## src/core/dog_pkg.sv

```systemverilog
// constants, register map and decode helpers for the watchdog and reset control
package dog_pkg;

	// clock and documented times, in nanoseconds
	localparam int CLK_PERIOD_NS      = 50;
	localparam int POR_DELAY_NS       = 50_000_000;
	localparam int WARM_DELAY_NS      = 16_700_000;
	localparam int KEY_FAULT_DELAY_NS = 10_000;
	localparam int FILTER_TIME_NS     = 100_000;

	// typical delays divide plainly, least times round up
	localparam int POR_CYCLES       = POR_DELAY_NS / CLK_PERIOD_NS;
	localparam int WARM_CYCLES      = WARM_DELAY_NS / CLK_PERIOD_NS;
	localparam int KEY_FAULT_CYCLES = (KEY_FAULT_DELAY_NS + CLK_PERIOD_NS - 1) / CLK_PERIOD_NS;
	localparam int FILTER_CYCLES    = (FILTER_TIME_NS + CLK_PERIOD_NS - 1) / CLK_PERIOD_NS;

	// counter widths
	localparam int HOLD_W  = 20;
	localparam int FAULT_W = 12;
	localparam int CNT_W   = 18;

	// register offsets
	localparam logic [1:0] OFF_DOG    = 2'h0;
	localparam logic [1:0] OFF_LEVEL  = 2'h1;
	localparam logic [1:0] OFF_FLAGS  = 2'h2;
	localparam logic [1:0] OFF_STATUS = 2'h3;

	// field positions
	localparam int KEY_LSB        = 3;
	localparam int FLAG_KEY_BIT   = 0;
	localparam int FLAG_LEVEL_BIT = 1;
	localparam int FLAG_BROWN_BIT = 2;
	localparam int STAT_PD_BIT    = 4;
	localparam int STAT_TO_BIT    = 5;

	// reset values and valid codes
	localparam logic [7:0] DOG_CTRL_RESET = 8'h53;
	localparam logic [7:0] LEVEL_RESET    = 8'h55;
	localparam logic [4:0] KEY_A          = 5'h0a;
	localparam logic [4:0] KEY_B          = 5'h15;
	localparam logic [7:0] LEVEL_A        = 8'h55;
	localparam logic [7:0] LEVEL_B        = 8'h33;
	localparam logic [7:0] LEVEL_C        = 8'h99;
	localparam logic [7:0] LEVEL_D        = 8'haa;

	function automatic logic key_valid(input logic [4:0] key);
		return (key == KEY_A) || (key == KEY_B);
	endfunction : key_valid

	function automatic logic level_valid(input logic [7:0] code);
		return (code == LEVEL_A) || (code == LEVEL_B) || (code == LEVEL_C) || (code == LEVEL_D);
	endfunction : level_valid

	// last count before overflow for each select code
	function automatic logic [CNT_W-1:0] timeout_last(input logic [2:0] sel);
		case (sel)
			3'h0:    return 18'h0_00ff;
			3'h1:    return 18'h0_03ff;
			3'h2:    return 18'h0_0fff;
			3'h3:    return 18'h0_3fff;
			3'h4:    return 18'h0_7fff;
			3'h5:    return 18'h0_ffff;
			3'h6:    return 18'h1_ffff;
			default: return 18'h3_ffff;
		endcase
	endfunction : timeout_last

endpackage : dog_pkg

```

## src/core/dog_link_if.sv

```systemverilog
// link between the reset control and the watchdog counter
interface dog_link_if;
	logic       tick;
	logic       clear;
	logic       enable;
	logic [2:0] select;
	logic       overflow;

	modport counter (input tick, input clear, input enable, input select, output overflow);
	modport control (output tick, output clear, output enable, output select, input overflow);
endinterface : dog_link_if

```

## src/core/dog_counter.sv

```systemverilog
// watchdog counter clocked by slow-clock ticks
module dog_counter (
	input wire logic         clk,
	input wire logic         rst,
	dog_link_if.counter      link
);

	typedef struct packed {
		logic [dog_pkg::CNT_W-1:0] count;
		logic                      overflow;
	} cnt_state_t;

	cnt_state_t state;
	cnt_state_t next_state;

	// count ticks, wrap and flag on the selected last count
	always_comb begin
		next_state = state;
		next_state.overflow = 1'h0;
		if (link.clear || !link.enable) begin
			next_state.count = '0;
		end else if (link.tick) begin
			// >= so that shortening the period mid-count still times out
			if (state.count >= dog_pkg::timeout_last(link.select)) begin
				next_state.count = '0;
				next_state.overflow = 1'h1;
			end else begin
				next_state.count = state.count + 18'h0_0001;
			end
		end
	end

	always_ff @(posedge clk) begin
		if (rst) begin
			state <= '0;
		end else begin
			state <= next_state;
		end
	end

	assign link.overflow = state.overflow;
endmodule : dog_counter

```

## src/core/dog_reset_ctrl.sv

```systemverilog
// watchdog timer with reset-source control, brown-out filter and reset flags
// Notes on behaviour
// - counter overflow without a clear resets the device
// - watchdog counts only while the enable key is 01010 or 10101
// - any other key value resets the device after the key-fault delay
// - after power-on the enable key holds 01010, watchdog enabled
// - time-out in normal running gives a full reset and sets the time-out flag
// - time-out in sleep sets the time-out flag and clears only PC and stack pointer
// - counter clears on invalid key, clear instruction or halt instruction
// - time-out period spans slow clock divided by 2^8 up to 2^18
// - power-on reset sets the program counter to zero
// - power-on reset sets all port data and direction bits to one
// - power-on holds reset for about 50 ms before the first instruction
// - brown-out resets only when low supply outlasts the filter, sets its flag
// - brown-out detection is off in sleep or idle; here only SLEEPING turns it off, there is no idle input
// - level register accepts four codes, others reset after delay and flag
// - genuine brown-out leaves the level register unchanged
// - reset from a bad level code reloads the level default 01010101
// - brown-out flag set by hardware, cleared only by software writing zero
// - level fault flag set on undefined code, cleared only by writing zero
// - normal time-out reset acts like brown-out plus the time-out flag; here brown-out holds about 50 ms, time-out about 16.7 ms
// - normal time-out reset holds reset for about 16.7 ms
// - three-bit select picks 2^8,10,12,14,15,16,17,18
// - key fault flag set on invalid-key reset, cleared only by writing zero
// - halt instruction sets the power-down flag
module dog_reset_ctrl #(
	parameter int POR_CYCLES  = dog_pkg::POR_CYCLES,
	parameter int WARM_CYCLES = dog_pkg::WARM_CYCLES
) (
	input  wire logic       CLOCK,
	input  wire logic       RESET,
	input  wire logic       SLOW_CLOCK,
	input  wire logic       LOW_SUPPLY,
	input  wire logic       SLEEPING,
	input  wire logic       CLEAR_DOG,
	input  wire logic       HALT,
	input  wire logic [1:0] ADDR,
	input  wire logic [7:0] WDATA,
	input  wire logic       WR,
	input  wire logic       RD,
	output logic      [7:0] RDATA,
	output logic            CPU_RESET,
	output logic            PC_SP_CLEAR,
	output logic            PORT_PRESET
);

	typedef enum logic [0:0] {
		PH_HOLD,
		PH_RUN
	} phase_t;

	typedef struct packed {
		logic [2:0]                  slow_sync;
		logic                        slow_level;
		logic [2:0]                  low_sync;
		logic                        low_level;
		phase_t                      phase;
		logic [dog_pkg::HOLD_W-1:0]  hold_cnt;
		logic [dog_pkg::FAULT_W-1:0] fault_cnt;
		logic [dog_pkg::FAULT_W-1:0] filt_cnt;
		logic [7:0]                  dog_ctrl;
		logic [7:0]                  level;
		logic                        key_fault;
		logic                        level_fault;
		logic                        brown_flag;
		logic                        to_flag;
		logic                        pd_flag;
		logic [7:0]                  rdata;
		logic                        cpu_reset;
		logic                        pc_sp_clear;
		logic                        port_preset;
	} ctrl_state_t;

	localparam logic [dog_pkg::HOLD_W-1:0] POR_LOAD =
		dog_pkg::HOLD_W'(POR_CYCLES - 1);
	localparam logic [dog_pkg::HOLD_W-1:0] WARM_LOAD =
		dog_pkg::HOLD_W'(WARM_CYCLES - 1);
	localparam logic [dog_pkg::FAULT_W-1:0] FAULT_LAST =
		dog_pkg::FAULT_W'(dog_pkg::KEY_FAULT_CYCLES - 1);
	localparam logic [dog_pkg::FAULT_W-1:0] FILTER_FULL =
		dog_pkg::FAULT_W'(dog_pkg::FILTER_CYCLES);

	ctrl_state_t state;
	ctrl_state_t next_state;
	dog_link_if  link ();

	logic key_ok;
	logic level_ok;
	logic slow_rise;
	logic brown_trip;
	logic fault_trip;
	logic running;
	logic flag_wr;

	// decoded conditions shared by the update logic and the checks
	assign key_ok     = dog_pkg::key_valid(state.dog_ctrl[7:dog_pkg::KEY_LSB]);
	assign level_ok   = dog_pkg::level_valid(state.level);
	assign running    = (state.phase == PH_RUN);
	// slow edge counts only once the second and third stages agree
	assign slow_rise  = (state.slow_sync[1] == state.slow_sync[2]) && state.slow_sync[2]
		&& !state.slow_level;
	// filter saturates so a persisting low supply keeps the device held
	assign brown_trip = state.low_level && !SLEEPING && (state.filt_cnt == FILTER_FULL);
	assign fault_trip = running && !(key_ok && level_ok) && (state.fault_cnt == FAULT_LAST);
	// the only path that may lower the key, level or brown-out flag
	assign flag_wr    = running && WR && (ADDR == dog_pkg::OFF_FLAGS);

	// counter steering; hold and instructions clear it
	assign link.tick   = slow_rise;
	assign link.clear  = !running || CLEAR_DOG || HALT;
	assign link.enable = key_ok;
	assign link.select = state.dog_ctrl[2:0];

	dog_counter counter (
		.clk  (CLOCK),
		.rst  (RESET),
		.link (link)
	);

	// whole next-state function of the control
	always_comb begin
		logic sleep_hit;
		sleep_hit = 1'h0;
		next_state = state;
		next_state.rdata = 8'h00;

		// three-stage pin synchronisers
		next_state.slow_sync = {state.slow_sync[1:0], SLOW_CLOCK};
		next_state.low_sync  = {state.low_sync[1:0], LOW_SUPPLY};
		if (state.slow_sync[1] == state.slow_sync[2]) begin
			next_state.slow_level = state.slow_sync[2];
		end
		if (state.low_sync[1] == state.low_sync[2]) begin
			next_state.low_level = state.low_sync[2];
		end

		// brown-out filter, idle while asleep
		if (state.low_level && !SLEEPING) begin
			if (state.filt_cnt != FILTER_FULL) begin
				next_state.filt_cnt = state.filt_cnt + 12'h001;
			end
		end else begin
			next_state.filt_cnt = '0;
		end

		// key or level fault delay
		if (running && !(key_ok && level_ok)) begin
			next_state.fault_cnt = state.fault_cnt + 12'h001;
		end else begin
			next_state.fault_cnt = '0;
		end

		// register reads answer in the next cycle only
		if (RD) begin
			case (ADDR)
				dog_pkg::OFF_DOG:   next_state.rdata = state.dog_ctrl;
				dog_pkg::OFF_LEVEL: next_state.rdata = state.level;
				dog_pkg::OFF_FLAGS: begin
					next_state.rdata[dog_pkg::FLAG_KEY_BIT]   = state.key_fault;
					next_state.rdata[dog_pkg::FLAG_LEVEL_BIT] = state.level_fault;
					next_state.rdata[dog_pkg::FLAG_BROWN_BIT] = state.brown_flag;
				end
				default: begin
					next_state.rdata[dog_pkg::STAT_PD_BIT] = state.pd_flag;
					next_state.rdata[dog_pkg::STAT_TO_BIT] = state.to_flag;
				end
			endcase
		end

		case (state.phase)
			PH_HOLD: begin
				if (state.hold_cnt == '0) begin
					next_state.phase = PH_RUN;
				end else begin
					next_state.hold_cnt = state.hold_cnt - 20'h0_0001;
				end
			end
			PH_RUN: begin
				// writes first, so that hardware sets below win the same cycle
				if (WR) begin
					case (ADDR)
						dog_pkg::OFF_DOG:   next_state.dog_ctrl = WDATA;
						dog_pkg::OFF_LEVEL: next_state.level = WDATA;
						dog_pkg::OFF_FLAGS: begin
							// a one leaves the flag, a zero clears it
							next_state.key_fault   = state.key_fault
								& WDATA[dog_pkg::FLAG_KEY_BIT];
							next_state.level_fault = state.level_fault
								& WDATA[dog_pkg::FLAG_LEVEL_BIT];
							next_state.brown_flag  = state.brown_flag
								& WDATA[dog_pkg::FLAG_BROWN_BIT];
						end
						default: ;
					endcase
				end
				// instruction effects on the status bits
				if (CLEAR_DOG) begin
					next_state.to_flag = 1'h0;
					next_state.pd_flag = 1'h0;
				end
				if (HALT) begin
					next_state.pd_flag = 1'h1;
				end
				if (fault_trip) begin
					// a software clear in the same cycle survives unless that flag's own key or level code is bad
					if (!key_ok) begin
						next_state.key_fault = 1'h1;
					end
					if (!level_ok) begin
						next_state.level_fault = 1'h1;
						next_state.level = dog_pkg::LEVEL_RESET;
					end
					next_state.dog_ctrl = dog_pkg::DOG_CTRL_RESET;
					next_state.hold_cnt = POR_LOAD;
					next_state.phase = PH_HOLD;
				end else if (link.overflow && SLEEPING) begin
					// warm wake: only PC and stack pointer, rest untouched
					next_state.to_flag = 1'h1;
					sleep_hit = 1'h1;
				end else if (link.overflow) begin
					next_state.to_flag = 1'h1;
					next_state.dog_ctrl = dog_pkg::DOG_CTRL_RESET;
					next_state.hold_cnt = WARM_LOAD;
					next_state.phase = PH_HOLD;
				end
			end
			default: begin
				next_state.phase = PH_HOLD;
			end
		endcase

		// brown-out outranks everything and may strike in any phase
		if (brown_trip) begin
			next_state.brown_flag = 1'h1;
			next_state.dog_ctrl = dog_pkg::DOG_CTRL_RESET;
			next_state.hold_cnt = POR_LOAD;
			next_state.phase = PH_HOLD;
			next_state.to_flag = state.to_flag;
			sleep_hit = 1'h0;
		end

		// registered reset outputs follow the next phase
		next_state.cpu_reset   = (next_state.phase == PH_HOLD);
		next_state.port_preset = (next_state.phase == PH_HOLD);
		next_state.pc_sp_clear = (next_state.phase == PH_HOLD) || sleep_hit;
	end

	// power-on state; counts restart from the full release delay
	always_ff @(posedge CLOCK) begin
		if (RESET) begin
			state             <= '0;
			state.phase       <= PH_HOLD;
			state.hold_cnt    <= POR_LOAD;
			state.dog_ctrl    <= dog_pkg::DOG_CTRL_RESET;
			state.level       <= dog_pkg::LEVEL_RESET;
			state.cpu_reset   <= 1'h1;
			state.port_preset <= 1'h1;
			state.pc_sp_clear <= 1'h1;
		end else begin
			state <= next_state;
		end
	end

	assign RDATA       = state.rdata;
	assign CPU_RESET   = state.cpu_reset;
	assign PC_SP_CLEAR = state.pc_sp_clear;
	assign PORT_PRESET = state.port_preset;
endmodule : dog_reset_ctrl

```

## config.mk

```make
export PLATFORM = sky130hd
export DESIGN_NAME = dog_reset_ctrl
export DESIGN_NICKNAME = d
export VERILOG_FILES = /design/src/core/dog_pkg.sv /design/src/core/dog_link_if.sv /design/src/core/dog_counter.sv /design/src/core/dog_reset_ctrl.sv
export SDC_FILE = /design/constraint.sdc
export NUM_CORES = 1
export LEC_CHECK = 0
export BUFFER_PORTS_ARGS = -buffer_cell sky130_fd_sc_hd__buf_4
export CAP_MARGIN = 10
export CORE_UTILIZATION = 50
export CTS_BUF_LIST = sky130_fd_sc_hd__clkbuf_4
export DETAILED_ROUTE_END_ITERATION = 7
export GPL_ROUTABILITY_DRIVEN = 0
export PLACE_DENSITY_LB_ADDON = 0.05
export SLEW_MARGIN = 20
export SYNTH_ARGS = -nofsm -noshare
export SYNTH_HDL_FRONTEND = slang
export SYNTH_SLANG_ARGS = --single-unit
```

## constraint.sdc

```tcl
create_clock -name CLOCK -period 5.3 [get_ports CLOCK]
set_input_delay 0.265 -clock CLOCK [delete_from_list [all_inputs] [get_ports CLOCK]]
set_output_delay 0.265 -clock CLOCK [all_outputs]
set_load 0.01 [all_outputs]
```

==> flow_metrics.env <==
export IMPL_status="complete, but fails checks"
export IMPL_violations="DRC"
export IMPL_ys_top_cells_by_count="dfxtp_1 (103), nand2_1 (82), nor2_1 (77)"
export IMPL_wl_met3_um=350
export IMPL_syn_area_per_cell_um2=8.45
export IMPL_drv_slew=0
export IMPL_cts_sinks=103
export IMPL_required_ns=5.70
export IMPL_layout_drive_gt1_share=0.117
export IMPL_final_nets=639
export IMPL_wl_per_cell_um=14.2
export IMPL_wirelength_um=10600
export IMPL_drtAntennaViolNets=0
export IMPL_grtUsageTotal=0.217
export IMPL_rows=36
export IMPL_fmax_ghz=0.365
export IMPL_cts_buffers=9
export IMPL_die_w_um=102
export IMPL_worstSetupPathType="flop to flop"
export IMPL_syn_to_final_growth_pct=8.56
export IMPL_overflow=0
export IMPL_clockBufferDepth=2
export IMPL_die_area_um2=10300
export IMPL_rsz0062_at_grt="false"
export IMPL_dp_slack_ns=2.62
export IMPL_initial_core_util=0.513
export IMPL_setup_viol=0
export IMPL_grt_max_degree=25
export IMPL_p_leak_uw=0.00195
export IMPL_slew_headroom=0.440
export IMPL_layout_setup_ws_ns=2.56
export IMPL_cts_tree="done"
export IMPL_finalHoldViolCount=0
export IMPL_synth_distinct_cells=68
export IMPL_ir_drop_uv=192
export IMPL_synth_top_cells_by_area="dfxtp_1 (41%), nand2_1 (6.2%), nor2_1 (5.8%)"
export IMPL_grt_pass1_wl_um=17500
export IMPL_crit_fanout=24
export IMPL_synthMostInstantiatedCell="dfxtp_1"
export IMPL_synth_area_um2=4970
export IMPL_worstHoldPathType="input pin to flop"
export IMPL_setup_tns_ns=0
export IMPL_io_pins=30
export IMPL_drt_iter0_drc=99
export IMPL_syn_nets=623
export IMPL_p_per_area_nw_per_um2=248
export IMPL_dr_pass1_iters=6
export IMPL_endpoint_kind="flop"
export IMPL_synth_cells=588
export IMPL_register_area_um2=2060
export IMPL_fillers=940
export IMPL_yosys_warnings=0
export IMPL_multi_input_comb_area_um2=2710
export IMPL_maxCapViolations=0
export IMPL_ys_flop_type="dfxtp_1"
export IMPL_highest_layer="met4"
export IMPL_path_clk_slew_ns=0.16
export IMPL_port_buffers=29
export IMPL_num_vias=4089
export IMPL_dp_hpwl_um=7680
export IMPL_async_reset_ff_frac=0
export IMPL_core_area_um2=9680
export IMPL_cts_root_buf="clkbuf_4"
export IMPL_route_detailed_drc=1
export IMPL_worstMarginPinSlew_ns=0.839
export IMPL_layout_min_cycle_time_ns=2.74
export IMPL_yosysTopAreaCellShare=0.415
export IMPL_critPathArrivalTime_ns=3.14
export IMPL_synth_area_leader_cell="dfxtp_1"
export IMPL_skew_ns=0.0304
export IMPL_met1Wirelength_um=5110
export IMPL_wl_met2_um=4990
export IMPL_insertion_delay_ns=0.47
export IMPL_yosysSeqAreaShare=0.415
export IMPL_cts_repair_resized=0
export IMPL_htreeDepth=3
export IMPL_viasPerCell=5.51
export IMPL_worst_setup_path_start_kind="flop"
export IMPL_fin_crit_sh=0.517
export IMPL_antenna_found_initial=0
export IMPL_die_h_um=102
export IMPL_grt_pass1_vias=3674
export IMPL_synth_seq_cells=103
export IMPL_diodes=0
export IMPL_synth_edf_count=0
-- through the flow --
step | instance area [µm²] | std cells | util | power, µW | hold slack, ns
global placement | 5200 | 722 | 0.537 | 906 | 0.416
global route | 5400 | 742 | 0.557 | 1400 | 0.00404
finish | 5400 | 742 | 0.557 | 1340 | 0.0412
floorplan | 4970 | 588 | - | 875 | 0.389
detailed placement | 5200 | 722 | 0.537 | 908 | 0.426
CTS | 5400 | 742 | 0.557 | 1350 | 0.0155
-- state kept, by name, summed over array words and instances (netlist names) --
name                   count
PC_SP_CLEAR                1
PORT_PRESET                1
RDATA                      8
counter.link.overflow      1
counter.state             18
link.select                3
next_state                 4
running                    1
state                     66
-- worst max-delay path, stage by stage, from the launching register on --
cell	delay, ns
dfxtp_1	0.90
inv_1	0.29
nor2_1	0.25
or4b_2	0.65
a21o_1	0.39
nor2_1	0.18
-- cell usage in the layout (no fill, tap or decap), drive strengths merged, types with 11 or more instances in the layout --
| master | instances |
|---|---|
| dfxtp | 103 |
| nand2 | 82 |
| nor2 | 78 |
| a21oi | 34 |
| buf | 30 |
| nand3 | 26 |
| xor2 | 24 |
| o21ai | 22 |
| ha | 16 |
| nand4 | 14 |
| xnor2 | 14 |
| nor3 | 14 |
| nor2b | 11 |
| and3 | 11 |
-- power breakdown --
| part | switching, µW | total, µW | internal (µW) | leakage, µW |
|---|---|---|---|---|
| clock | 255 | 443 | 188 | 0.0000855 |
| combinational | 51.4 | 91.4 | 39.9 | 0.00103 |
| sequential | 14.5 | 802 | 787 | 0.000833 |
-- cell families after synthesis --
logic type / share of synthesized area
AND/OR/NAND/NOR: 0.301
buffers and inverters: 0.0393
multiplexers: 0.0206
XOR/XNOR: 0.0670
adder cells (fa/ha/maj): 0.0403
AO/OA/AOI/OAI: 0.117
flip-flops: 0.415
-- what timing repair did --
| item | 4_1_cts | 5_1_grt |
|---|---|---|
| setup endpoints to repair | 0 | 0 |
| endpoints found under the hold margin | 5 | 0 |
| setup buffers | 0 | 0 |
| hold buffers | 4 | 0 |
-- layer usage --
| metal | up-vias | global-route usage |
|---|---|---|
| met2 | 67 | 0.362 |
| met3 | 10 | 0.0518 |
| met1 | 1928 | 0.281 |
| met5 | - | 0 |
| met4 | 0 | 0.0569 |
| li1 | 2084 | - |
-- final timing paths --
kind                  start  cells after the start                to  slack, ns
max                 running                      5  counter.state[8]       2.56
min                WDATA[3]                      3         state[27]       0.04
max reg2reg         running                      5  counter.state[8]       2.56
min reg2reg  next_state[83]                      1    next_state[84]       0.46
-- layout make-up --
class,count,share of cell area
Clock buffer,9,0.0125
Timing Repair Buffer,34,0.0492
Inverter,9,0.00626
Multi-Input combinational cell,447,0.503
Tap cell,133,0.0308
Sequential cell,103,0.382
Clock inverter,7,0.0162
Power figures use the tool's default switching activity.
